<file path="config.mk">
export PLATFORM = sky130hd
export DESIGN_NAME = isy_input_sync_monitor
export DESIGN_NICKNAME = d
export VERILOG_FILES = /design/src/isy_pkg.sv /design/src/isy_input_sync_monitor.sv
export VERILOG_INCLUDE_DIRS = /design/src
export SDC_FILE = /design/constraint.sdc
export NUM_CORES = 1
export LEC_CHECK = 0
export ABC_AREA = 1
export BUFFER_PORTS_ARGS = -buffer_cell sky130_fd_sc_hd__buf_4
export CORE_AREA = 2 2 212 214
export DETAILED_ROUTE_END_ITERATION = 6
export DIE_AREA = 0 0 214 216
export PLACE_DENSITY_LB_ADDON = 0.05
export SYNTH_ARGS = -nofsm -noshare
export SYNTH_HDL_FRONTEND = slang
export SYNTH_SLANG_ARGS = --single-unit
export TNS_END_PERCENT = 100
</file>
<file path="constraint.sdc">
create_clock -name pclk -period 4.52 [get_ports pclk]
set_clock_uncertainty 0.15 [all_clocks]
set_input_delay 0.452 -clock pclk [delete_from_list [all_inputs] [get_ports pclk]]
set_output_delay 0.452 -clock pclk [all_outputs]
set_load 0.02 [all_outputs]
</file>
<file path="src/isy_params.svh">
`ifndef ISY_PARAMS_SVH
`define ISY_PARAMS_SVH
`define ISY_ADDR_MODE 8'h04
`define ISY_ADDR_CYCLE 8'h08
`define ISY_ADDR_SHIFT 8'h0C
`define ISY_ADDR_SUPP 8'h10
`define ISY_ADDR_MINC 8'h14
`define ISY_ADDR_COPY 8'h18
`define ISY_ADDR_MIND 8'h1C
`define ISY_ADDR_CMD 8'h20
`define ISY_ADDR_MAXD 8'h24
`define ISY_ADDR_MISS 8'h2C
`define ISY_ADDR_OVR 8'h30
`define ISY_ADDR_SHORT 8'h34
`define ISY_ADDR_SERR 8'h80
`define ISY_ADDR_ISTAT 8'h90
`define ISY_ADDR_ICLR 8'h94
`define ISY_ADDR_IEN 8'h98
`define ISY_MODE_FREE 16'h0000
`define ISY_MODE_SM_IN 16'h0001
`define ISY_MODE_SYNC0 16'h0002
`define ISY_MODE_SYNC1 16'h0003
`define ISY_MODE_SM_OUT 16'h0022
`define ISY_RST_MODE 16'h0022
`define ISY_RST_CYCLE 32'h000F4240
`define ISY_SUPP_BASE 16'hC007
`define ISY_SHIFT_POS 4
`define ISY_SHIFT_LOCAL 2'h1
`define ISY_SHIFT_SYNC1 2'h2
`define ISY_MIN_CYCLE 32'h000186A0
`define ISY_CMD_START 16'h0001
`define ISY_CLK_PERIOD_NS 32'h00000004
`define ISY_MIN_SHIFT_NS 32'h000003E8
`define ISY_IRQ_MISS 0
`define ISY_IRQ_OVR 1
`define ISY_IRQ_SHORT 2
`define ISY_IRQ_LATE 3
`endif

</file>
<file path="src/isy_pkg.sv">
package isy_pkg;
    typedef enum logic [2:0] {SRC_NONE, SRC_LOCAL, SRC_SM_IN, SRC_SM_OUT, SRC_SYNC0, SRC_SYNC1} isy_src_t;
    typedef enum logic [1:0] {MS_IDLE, MS_CLEAR, MS_RUN} isy_meas_t;
endpackage

</file>
<file path="src/isy_input_sync_monitor.sv">
`timescale 1ns/1ps
`include "isy_params.svh"
module isy_input_sync_monitor #(
    parameter int CNT_W = 16
) (
    input wire logic pclk,
    input wire logic presetn,
    input wire logic clk_en,
    input wire logic psel,
    input wire logic penable,
    input wire logic pwrite,
    input wire logic [7:0] paddr,
    input wire logic [31:0] pwdata,
    output logic [31:0] prdata,
    output logic pready,
    output logic pslverr,
    input wire logic op_state,
    input wire logic sm_in_evt,
    input wire logic sm_out_evt,
    input wire logic sync0_evt,
    input wire logic sync1_evt,
    input wire logic sample_done_evt,
    input wire logic inputs_ready_evt,
    input wire logic outputs_late_evt,
    output logic sample_trigger,
    output logic local_tick,
    output logic irq
);
    logic [15:0] mode_reg;
    logic [31:0] cycle_reg;
    logic [15:0] cmd_reg;
    logic [31:0] shift_max_reg;
    logic [31:0] copy_max_reg;
    logic [31:0] delay_max_reg;
    logic [CNT_W-1:0] miss_cnt_reg;
    logic [CNT_W-1:0] ovr_cnt_reg;
    logic [CNT_W-1:0] short_cnt_reg;
    logic late_flag_reg;
    logic late_pend_reg;
    logic sm_seen_reg;
    logic armed_reg;
    logic busy_reg;
    logic [31:0] t0_reg;
    logic [31:0] t1_reg;
    logic [31:0] ts_reg;
    logic [31:0] lt_reg;
    logic [3:0] istat_reg;
    logic [3:0] ien_reg;
    logic phase_reg;
    logic err_reg;
    logic [31:0] rdata_reg;
    logic trig_reg;
    logic tick_reg;
    isy_pkg::isy_meas_t meas_reg;
    isy_pkg::isy_meas_t meas_next;
    isy_pkg::isy_src_t src;

    function automatic logic [31:0] sat_add(input logic [31:0] a);
        logic [32:0] s;
        s = {1'b0, a} + {1'b0, `ISY_CLK_PERIOD_NS};
        sat_add = s[32] ? 32'hFFFFFFFF : s[31:0];
    endfunction

    function automatic logic [CNT_W-1:0] sat_inc(input logic [CNT_W-1:0] c);
        sat_inc = (&c) ? c : c + {{(CNT_W-1){1'b0}}, 1'b1};
    endfunction

    // The answer comes one edge after setup so that read data leaves a flip-flop.
    wire setup = psel & ~penable & clk_en;
    wire done = psel & penable & pready;
    wire wr_done = done & pwrite;
    wire sel_mode = paddr == `ISY_ADDR_MODE;
    wire sel_cycle = paddr == `ISY_ADDR_CYCLE;
    wire sel_cmd = paddr == `ISY_ADDR_CMD;
    wire sel_iclr = paddr == `ISY_ADDR_ICLR;
    wire sel_ien = paddr == `ISY_ADDR_IEN;
    wire [CNT_W-1:0] cnt_max = {CNT_W{1'b1}};
    assign pready = clk_en & phase_reg;
    assign prdata = rdata_reg;
    assign pslverr = pready & err_reg;
    assign sample_trigger = trig_reg;
    assign local_tick = tick_reg;

    always_comb
    begin
        case (mode_reg)
            `ISY_MODE_FREE: src = isy_pkg::SRC_LOCAL;
            `ISY_MODE_SM_IN: src = isy_pkg::SRC_SM_IN;
            `ISY_MODE_SYNC0: src = isy_pkg::SRC_SYNC0;
            `ISY_MODE_SYNC1: src = isy_pkg::SRC_SYNC1;
            `ISY_MODE_SM_OUT: src = isy_pkg::SRC_SM_OUT;
            default: src = isy_pkg::SRC_NONE;
        endcase
    end

    wire dc_mode = (src == isy_pkg::SRC_SYNC0) | (src == isy_pkg::SRC_SYNC1);
    wire lt_wrap = (src == isy_pkg::SRC_LOCAL) & (sat_add(lt_reg) >= cycle_reg);
    wire trig = (src == isy_pkg::SRC_LOCAL) ? lt_wrap :
                (src == isy_pkg::SRC_SM_IN) ? sm_in_evt :
                (src == isy_pkg::SRC_SM_OUT) ? sm_out_evt :
                (src == isy_pkg::SRC_SYNC0) ? sync0_evt :
                (src == isy_pkg::SRC_SYNC1) ? sync1_evt : 1'b0;
    wire miss_hit = op_state & dc_mode & sync0_evt & armed_reg & ~sm_seen_reg & ~sm_in_evt & ~sm_out_evt;
    wire ovr_hit = op_state & trig & busy_reg;
    wire short_hit = dc_mode & sync1_evt & armed_reg & (t0_reg < `ISY_MIN_SHIFT_NS);
    wire late_set = dc_mode & sync0_evt & (late_pend_reg | outputs_late_evt);
    wire [3:0] hits = {late_set, short_hit, ovr_hit, miss_hit};
    wire meas_on = (meas_reg == isy_pkg::MS_RUN) & dc_mode;

    wire [1:0] shift_src = (src == isy_pkg::SRC_SYNC1) ? `ISY_SHIFT_SYNC1 :
                           (src == isy_pkg::SRC_SYNC0) ? `ISY_SHIFT_LOCAL : 2'h0;
    wire [15:0] supp = `ISY_SUPP_BASE | ({14'h0000, shift_src} << `ISY_SHIFT_POS);
    wire [31:0] rd_mux =
        sel_mode ? {16'h0000, mode_reg} :
        sel_cycle ? cycle_reg :
        (paddr == `ISY_ADDR_SHIFT) ? shift_max_reg :
        (paddr == `ISY_ADDR_SUPP) ? {16'h0000, supp} :
        (paddr == `ISY_ADDR_MINC) ? `ISY_MIN_CYCLE :
        (paddr == `ISY_ADDR_COPY) ? copy_max_reg :
        sel_cmd ? {16'h0000, cmd_reg} :
        (paddr == `ISY_ADDR_MAXD) ? delay_max_reg :
        (paddr == `ISY_ADDR_MISS) ? 32'(miss_cnt_reg) :
        (paddr == `ISY_ADDR_OVR) ? 32'(ovr_cnt_reg) :
        (paddr == `ISY_ADDR_SHORT) ? 32'(short_cnt_reg) :
        (paddr == `ISY_ADDR_SERR) ? {31'h00000000, late_flag_reg} :
        (paddr == `ISY_ADDR_ISTAT) ? {28'h0000000, istat_reg} :
        sel_ien ? {28'h0000000, ien_reg} : 32'h00000000;
    wire addr_ok = sel_mode | sel_cycle | sel_cmd | sel_iclr | sel_ien |
                   (paddr == `ISY_ADDR_SHIFT) | (paddr == `ISY_ADDR_SUPP) | (paddr == `ISY_ADDR_MINC) |
                   (paddr == `ISY_ADDR_COPY) | (paddr == `ISY_ADDR_MIND) | (paddr == `ISY_ADDR_MAXD) |
                   (paddr == `ISY_ADDR_MISS) | (paddr == `ISY_ADDR_OVR) | (paddr == `ISY_ADDR_SHORT) |
                   (paddr == `ISY_ADDR_SERR) | (paddr == `ISY_ADDR_ISTAT);

    always_comb
    begin
        meas_next = meas_reg;
        case (meas_reg)
            isy_pkg::MS_IDLE: if (wr_done & sel_cmd & (pwdata[15:0] == `ISY_CMD_START)) meas_next = isy_pkg::MS_CLEAR;
            isy_pkg::MS_CLEAR: meas_next = isy_pkg::MS_RUN;
            isy_pkg::MS_RUN: if (wr_done & sel_cmd & (pwdata[15:0] != `ISY_CMD_START)) meas_next = isy_pkg::MS_IDLE;
            default: meas_next = isy_pkg::MS_IDLE;
        endcase
    end

    always_ff @(posedge pclk or negedge presetn)
    begin
        if (!presetn)
        begin
            phase_reg <= 1'b0;
            err_reg <= 1'b0;
            rdata_reg <= 32'h00000000;
        end
        else if (clk_en)
        begin
            phase_reg <= setup | (phase_reg & ~done);
            if (setup)
            begin
                rdata_reg <= pwrite ? 32'h00000000 : rd_mux;
                err_reg <= ~addr_ok;
            end
        end
    end

    always_ff @(posedge pclk or negedge presetn)
    begin
        if (!presetn)
        begin
            mode_reg <= `ISY_RST_MODE;
            cycle_reg <= `ISY_RST_CYCLE;
            cmd_reg <= 16'h0000;
            ien_reg <= 4'h0;
            meas_reg <= isy_pkg::MS_IDLE;
        end
        else if (clk_en)
        begin
            meas_reg <= meas_next;
            if (wr_done & sel_mode)
                mode_reg <= pwdata[15:0];
            if (wr_done & sel_cycle)
                cycle_reg <= pwdata;
            if (wr_done & sel_cmd)
                cmd_reg <= pwdata[15:0];
            if (wr_done & sel_ien)
                ien_reg <= pwdata[3:0];
        end
    end

    // Timers run in ns so that captured values need no scaling on read.
    always_ff @(posedge pclk or negedge presetn)
    begin
        if (!presetn)
        begin
            t0_reg <= 32'h00000000;
            t1_reg <= 32'h00000000;
            ts_reg <= 32'h00000000;
            lt_reg <= 32'h00000000;
            trig_reg <= 1'b0;
            tick_reg <= 1'b0;
        end
        else if (clk_en)
        begin
            t0_reg <= sync0_evt ? 32'h00000000 : sat_add(t0_reg);
            t1_reg <= sync1_evt ? 32'h00000000 : sat_add(t1_reg);
            ts_reg <= sample_done_evt ? 32'h00000000 : sat_add(ts_reg);
            lt_reg <= (lt_wrap | (src != isy_pkg::SRC_LOCAL)) ? 32'h00000000 : sat_add(lt_reg);
            tick_reg <= lt_wrap;
            trig_reg <= trig;
        end
    end

    always_ff @(posedge pclk or negedge presetn)
    begin
        if (!presetn)
        begin
            shift_max_reg <= 32'h00000000;
            delay_max_reg <= 32'h00000000;
            copy_max_reg <= 32'h00000000;
        end
        else if (clk_en)
        begin
            if (meas_reg == isy_pkg::MS_CLEAR)
            begin
                shift_max_reg <= 32'h00000000;
                delay_max_reg <= 32'h00000000;
                copy_max_reg <= 32'h00000000;
            end
            else if (meas_on)
            begin
                if (sample_done_evt & (t0_reg > shift_max_reg))
                    shift_max_reg <= t0_reg;
                if (sample_done_evt & (t1_reg > delay_max_reg))
                    delay_max_reg <= t1_reg;
                if (inputs_ready_evt & (ts_reg > copy_max_reg))
                    copy_max_reg <= ts_reg;
            end
        end
    end

    always_ff @(posedge pclk or negedge presetn)
    begin
        if (!presetn)
        begin
            miss_cnt_reg <= '0;
            ovr_cnt_reg <= '0;
            short_cnt_reg <= '0;
        end
        else if (clk_en)
        begin
            if (miss_hit)
                miss_cnt_reg <= sat_inc(miss_cnt_reg);
            if (ovr_hit)
                ovr_cnt_reg <= sat_inc(ovr_cnt_reg);
            if (short_hit)
                short_cnt_reg <= sat_inc(short_cnt_reg);
        end
    end

    // A late pulse in the same cycle as SYNC0 is charged to the cycle just ending.
    always_ff @(posedge pclk or negedge presetn)
    begin
        if (!presetn)
        begin
            late_flag_reg <= 1'b0;
            late_pend_reg <= 1'b0;
            sm_seen_reg <= 1'b0;
            armed_reg <= 1'b0;
            busy_reg <= 1'b0;
        end
        else if (clk_en)
        begin
            if (!dc_mode)
                late_flag_reg <= 1'b0;
            else if (sync0_evt)
                late_flag_reg <= late_set;
            late_pend_reg <= ~sync0_evt & (late_pend_reg | outputs_late_evt);
            sm_seen_reg <= ~sync0_evt & (sm_seen_reg | sm_in_evt | sm_out_evt);
            armed_reg <= dc_mode & (armed_reg | sync0_evt);
            busy_reg <= trig | (busy_reg & ~inputs_ready_evt);
        end
    end

    // Set wins over a clear written in the same cycle.
    always_ff @(posedge pclk or negedge presetn)
    begin
        if (!presetn)
            istat_reg <= 4'h0;
        else if (clk_en)
            istat_reg <= (istat_reg & ~((wr_done & sel_iclr) ? pwdata[3:0] : 4'h0)) | hits;
    end

    assign irq = |(istat_reg & ien_reg);
endmodule // isy_input_sync_monitor

</file>
**After elaboration in Yosys (flattened, before gate mapping)**

Index checks and enable logic that the tools add are counted.

- Bits in registers: 387
- Logic and storage cells: 215
- Bits of input ports: 54

- $add $sub $neg: 7
- Multiplexer cells: 46
- Bitwise logic cells: 75
- Eq/ne operators: 33
- Reduce and logical (&&, ||, !) cells: 23
- Magnitude comparators: 5

Operators by type and width:

| kind | number |
|---|---|
| 32-bit 2-to-1 mux | 26 |
| 32-bit by 3-bit adder with 33-bit output (second input constant) | 4 |
| 32-bit greater-than comparator | 3 |
| 16-bit by 1-bit adder with 16-bit output (second input constant) | 3 |
| 16-bit 2-to-1 mux | 3 |
| 16-bit AND reduction | 3 |
| 8-bit by 6-bit == test with 1-bit output (second input constant) | 5 |
| 1-bit AND | 37 |
| 16-bit by 1-bit == test with 1-bit output (second input constant) | 2 |
| 16-bit by 2-bit == test with 1-bit output (second input constant) | 2 |
| 8-bit by 5-bit == test with 1-bit output (second input constant) | 4 |
| 8-bit == test (second input constant) | 4 |
| 32-bit >= comparator | 1 |
| 32-bit by 10-bit < comparator with 1-bit output (second input constant) | 1 |
| 1-bit bitwise OR | 23 |
| 3-bit AND reduction | 7 |
| 16-bit by 6-bit == test with 1-bit output (second input constant) | 1 |
| 8-bit by 4-bit == test with 1-bit output (second input constant) | 2 |
| 16-bit logical NOT | 1 |
| 4-bit 2-to-1 mux | 4 |
| 16-bit by 1-bit inequality test with 1-bit output (second input constant) | 1 |
| 3-bit case mux with 5 select lines | 1 |
| 2-bit AND reduction | 6 |
| 1-bit NOT | 11 |
| 18 further kinds | 34 |

**Logic depth before layout (Yosys ltp)**

- Depth in word-level cells: 17
- Depth in mapped cells: 28
- Depth with buffers taken out: 27

**Worst setup path before layout**

No wires, ideal clock.

- Path kind: reg2reg
- From: reg lt_reg[3]
- To: reg ovr_cnt_reg[13]
- Slack: 1,061 ps
- Required time: 4,253 ps
- Data arrival time: 3,192 ps
- Cell stages (with the launch flop): 28
- Clock period less this slack: 3,459 ps
- Cells stage by stage: dfrtp_1 > ha_1 > nand3_2 > nor2_2 > inv_2 > nor2_4 > inv_1 > nor2_2 > nand4_1 > inv_1 > nand2_1 > clkinv_1 > nand2_1 > o21ai_1 > inv_1 > ha_1 > nand2_1 > nor2_1 > nand2_1 > nor3_1 > nand4_1 > nand4_1 > nand3_4 > nor2_8 > nand2_4 > buf_6 > nand2_1 > nand2_1

- Longest elaborated chain between the ends: 8

RTL lines:

| what | RTL line | text |
|---|---|---|
| from (decl) | isy_input_sync_monitor.sv:46 | `logic [31:0] lt_reg;` |
| from (signal assigned) | isy_input_sync_monitor.sv:205 | `lt_reg <= (lt_wrap \| (src != isy_pkg::SRC_LOCAL)) ? 32'h00000000 : sat_add(lt_reg);` |
| 32-bit by 3-bit adder with 33-bit output | isy_input_sync_monitor.sv:60 | `` s = {1'b0, a} + {1'b0, `ISY_CLK_PERIOD_NS}; `` |
| 32-bit 2-to-1 mux | isy_input_sync_monitor.sv:61 | `sat_add = s[32] ? 32'hFFFFFFFF : s[31:0];` |
| 32-bit >= comparator | isy_input_sync_monitor.sv:97 | `wire lt_wrap = (src == isy_pkg::SRC_LOCAL) & (sat_add(lt_reg) >= cycle_reg);` |
| 1-bit AND | isy_input_sync_monitor.sv:97 |  |
| 1-bit 2-to-1 mux | isy_input_sync_monitor.sv:98 | `wire trig = (src == isy_pkg::SRC_LOCAL) ? lt_wrap :` |
| 1-bit AND (2 in a row) | isy_input_sync_monitor.sv:104 | `wire ovr_hit = op_state & trig & busy_reg;` |
| 3-bit AND reduction (no line) | n/a |  |
| to (signal assigned) | isy_input_sync_monitor.sv:252 | `ovr_cnt_reg <= sat_inc(ovr_cnt_reg);` |
| to (decl) | isy_input_sync_monitor.sv:36 | `logic [CNT_W-1:0] ovr_cnt_reg;` |

No other way between the ends.
A chain may end at the register's enable or synchronous reset.

**Worst setup path in the final report**

- From: reg lt_reg[3]
- To: reg ovr_cnt_reg[5]

The elaborated chain is that of the path after synthesis.

==> summary.md <==
| Metric | Value |
|---|---|
| Routability-driven placement congestion ratio | 0.9681 |
| Synthesized Nets | 3590 |
| Result of the run | finished clean |
| Sinks on the clock net | 381 |
| Remaining max-slew budget at the tightest pin | 0.1762 |
| WP data arrival | 4.41 ns |
| Final period demand of the worst path | 4.092 ns |
| Synth Area per Inst | 7.250 µm² |
| Wirelength, routed | 80860 µm |
| Clock latency at the later pin of the worst-skew pair | 0.59 ns |
| Final Hold Vio Count | 0 |
| Slew Viols, Final | 0 |
| Part of the total power dissipated in combinational logic | 0.095 |
| H-tree levels | 2 |
| Slew of the pin with the lowest slew margin | 1.234 ns |
| Ports placed on the boundary | 91 |
| Worst hold slack across all endpoints | 0.03509 ns |
| Relative contribution of the clock network to total power | 0.467 |
| Worst reg-to-reg path cell count | 22 |
| Floorplan Core Area | 43840 µm² |
| TritonCTS Buffers | 45 |
| Diodes inserted | 0 |
| Post-synth top area cell | sky130_fd_sc_hd__dfrtp_1 |
| Library cell used as clock root buffer | sky130_fd_sc_hd__clkbuf_16 |
| Hold endpoint | cycle_reg[31] |
| Sequential share of the synthesized area | 0.3868 |
| Maximum resistive drop on vdd | 0.2512 mV |
| Overall die width | 214 µm |
| Internal Pwr Total | 5.973 mW |
| Tightest Hold Check Type | primary input to register |
| Crit Reg-Reg Endpoint | ovr_cnt_reg[5] |
| Crit Reg-Reg Startpoint | lt_reg[3] |
| Max-Cap Viols | 0 |
| Main flop type after synthesis | sky130_fd_sc_hd__dfrtp_1 |
| Async SR Flop Fraction | 1.000 |
| Number of flops mapped to enable cells by yosys | 0 |
| Via count | 23840 |
| Register-to-Register Setup Slack | 0.43 ns |
| TritonCTS clock tree | built |
| Filler cell count | 4046 |
| Worst Hold Path Cells | 3 |
| Hold path startpoint | pwdata[31] |
| Total of endpoints with negative setup slack in the final report | 0 |
| Most instantiated cells after synthesis | sky130_fd_sc_hd__nand2_1 (854), sky130_fd_sc_hd__inv_1 (454), sky130_fd_sc_hd__dfrtp_1 (372), sky130_fd_sc_hd__nor2_1 (343), sky130_fd_sc_hd__o21ai_0 (249) |
| Total Die Area | 46220 µm² |
| Initial detailed-routing violation count | 2358 |
| Largest net degree at the start of global routing | 101 |
| Fmax | 244.4 MHz |
| Number of nets still failing antenna checks after routing | 0 |
| Number of global-route vias before repair | 22980 |
| Number of buffers between clock root and the deepest sink | 3 |
| Number of DRC violations after detailed routing | 0 |
| Total power divided by cell area | 292.4 nW/µm² |
| Leakage component of the power | 13.87 nW |
| Clock slew at the register clock pins of the worst setup and hold paths | 0.06 ns |
| Proportion of power drawn by flip-flops and latches | 0.438 |
| Average routed wire per standard cell | 19.74 µm |
| Pre-Repair DR Iteration Count | 6 |
| Wire length of the first global-routing pass | 128600 µm |
| Distinct cells, synth | 62 |
| Fraction of final layout cells with drive strength greater than 1 | 0.08191 |
| Layout overhead on the synthesized area | 11.70% |
| Combined area of the multi-input logic cells | 12890 µm² |
| Sequential cell area in the final layout | 9545 µm² |
| Switch share | 0.2592 |
| Post-Syn Area | 24680 µm² |
| Most common cell in the synthesized netlist | sky130_fd_sc_hd__nand2_1 |
| Post-Route Setup TNS | 0 ns |
| Starting density of the core | 0.5630 |
| Global-route usage over all layers | 0.3521 |
| Required time at the worst-slack endpoint | 4.84 ns |
| Initial antenna violation count | 1 |
| Category of the worst setup path launch point | register |
| IO buf count | 90 |
| Switching power of the nets | 2.089 mW |
| Crit Path Max Fanout | 17 |
| Largest cells by area after synthesis | sky130_fd_sc_hd__dfrtp_1 (38%), sky130_fd_sc_hd__nand2_1 (13%), sky130_fd_sc_hd__inv_1 (6.9%), sky130_fd_sc_hd__ha_1 (6.7%), sky130_fd_sc_hd__nor2_1 (5.2%) |
| Fraction of synthesized cell area taken by the top area cell type | 0.3772 |
| Critical Setup Path Class | register to register |
| Synthesized instance count | 3404 |
| Core Rows | 77 |
| Final Net Count | 3661 |
| Final core occ | 0.6289 |
| Setup repair after global routing missed its margin | no |
| Category of the worst setup path capture point | register |
| Warning count from the yosys run | 0 |
| DIE HEIGHT | 216 µm |
| Overflow left after global routing | 0 |
| Share of the cycle needed by the critical path after routing | 0.9054 |
| DPL Wire Length | 59240 µm |
| Synth Register Bits | 381 |
| Average vias per placed instance | 5.820 |
repair_timing:
item                                    in CTS  in global routing
buffers inserted                             0                  0
gates resized for setup                      0                  3
hold buffers                                18                  0
endpoints found under the hold margin      108                  0
endpoints found under the setup margin       0                 36
metrics by stage:
step	cell area [µm²]	total power [mW]	std cells	setup WS [ns]
global placement	25870	4.305	4002	0.3417
floorplan	24680	4.013	3404	1.061
global route	27570	8.332	4096	0.01048
CTS	27550	8.100	4096	0.2377
detailed placement	25870	4.330	4002	0.2682
finish	27570	8.062	4096	0.4275
power groups by stage:
stage / logic [mW] / registers (mW) / clock network [mW]
CTS: 0.753 / 3.53 / 3.81
finish: 0.762 / 3.53 / 3.76
global route: 0.854 / 3.54 / 3.94
detailed placement: 0.735 / 3.59 / 0
floorplan: 0.433 / 3.58 / 0
global placement: 0.714 / 3.59 / 0
worst max-delay path by stage:
stage | startpoint | end | depth (start not counted)
after detailed placement | lt_reg[3] | ovr_cnt_reg[0] | 26
after CTS | lt_reg[3] | ovr_cnt_reg[10] | 26
final | lt_reg[3] | ovr_cnt_reg[5] | 22
after floorplan | lt_reg[3] | ovr_cnt_reg[13] | 27
after global routing | lt_reg[3] | ovr_cnt_reg[13] | 26
after global placement | lt_reg[3] | ovr_cnt_reg[3] | 26
worst max-delay path: stages, from the launching register on:
cell and delay, ns:
sky130_fd_sc_hd__dfrtp_1 0.37, sky130_fd_sc_hd__ha_1 0.20, sky130_fd_sc_hd__nand3_2 0.15, sky130_fd_sc_hd__nor2_4 0.15
sky130_fd_sc_hd__inv_2 0.07, sky130_fd_sc_hd__nor4_2 0.25, sky130_fd_sc_hd__nand2_1 0.24, sky130_fd_sc_hd__inv_2 0.24
sky130_fd_sc_hd__buf_4 0.28, sky130_fd_sc_hd__nor2_1 0.09, sky130_fd_sc_hd__inv_1 0.06, sky130_fd_sc_hd__ha_1 0.24
sky130_fd_sc_hd__a21oi_1 0.15, sky130_fd_sc_hd__o21ai_0 0.09, sky130_fd_sc_hd__nand2_1 0.06, sky130_fd_sc_hd__nand2_1 0.05
sky130_fd_sc_hd__a21oi_1 0.30, sky130_fd_sc_hd__nand4_1 0.28, sky130_fd_sc_hd__nand3_4 0.17, sky130_fd_sc_hd__nor2_8 0.07
sky130_fd_sc_hd__buf_4 0.16, sky130_fd_sc_hd__nand3_1 0.07, sky130_fd_sc_hd__nand2_1 0.06
routing by layer:
| metal | vias to the layer above | GRT usage | share of wire |
|---|---|---|---|
| met5 | - | 0 | 0 |
| met4 | 0 | 0.1359 | 0.037 |
| met3 | 164 | 0.05285 | 0.083 |
| met2 | 1051 | 0.5579 | 0.45 |
| met1 | 11390 | 0.4885 | 0.43 |
| li1 | 11240 | - | - |
kinds of logic (layout without fill, tap and decap cells):
logic type | count (synthesis) | count (layout) | share of synthesized area
xor+xnor | 98 | 98 | 0.03478
fa+ha+maj | 132 | 132 | 0.06692
flops | 381 | 381 | 0.3868
compound gates | 534 | 534 | 0.1212
buf+inv | 585 | 685 | 0.09247
mux | 1 | 1 | 0.0004562
simple gates | 1673 | 1673 | 0.2974
area by class of cell:
type,count,share of cell area
well taps,592,0.02687
multi-input cells,2438,0.4676
flip-flops and latches,381,0.3463
clock buffers,62,0.04648
inverters,468,0.06372
repair buffers,141,0.04121
clock inverters,14,0.007852
cell usage in the layout, fill, tap and decap left out, types with 9 or more instances in the layout:
cell type / n
sky130_fd_sc_hd__dlygate4sd3_1: 18
sky130_fd_sc_hd__xor2_1: 92
sky130_fd_sc_hd__inv_1: 454
sky130_fd_sc_hd__nor2_1: 339
sky130_fd_sc_hd__ha_1: 132
sky130_fd_sc_hd__nand2_2: 14
sky130_fd_sc_hd__nand3_1: 243
sky130_fd_sc_hd__o211ai_1: 18
sky130_fd_sc_hd__a21oi_1: 132
sky130_fd_sc_hd__dfstp_2: 9
sky130_fd_sc_hd__o22ai_1: 40
sky130_fd_sc_hd__nor2_2: 15
sky130_fd_sc_hd__a221oi_1: 16
sky130_fd_sc_hd__dfrtp_1: 372
sky130_fd_sc_hd__o21ai_1: 24
sky130_fd_sc_hd__buf_4: 120
sky130_fd_sc_hd__o21ai_0: 249
sky130_fd_sc_hd__clkbuf_16: 46
sky130_fd_sc_hd__nand2_1: 853
sky130_fd_sc_hd__nor4_1: 41
sky130_fd_sc_hd__o31ai_1: 22
sky130_fd_sc_hd__nand4_1: 61
sky130_fd_sc_hd__clkbuf_1: 9
sky130_fd_sc_hd__nor3_1: 53
sky130_fd_sc_hd__inv_2: 10
Note: power is estimated with default switching activity, not from simulation.
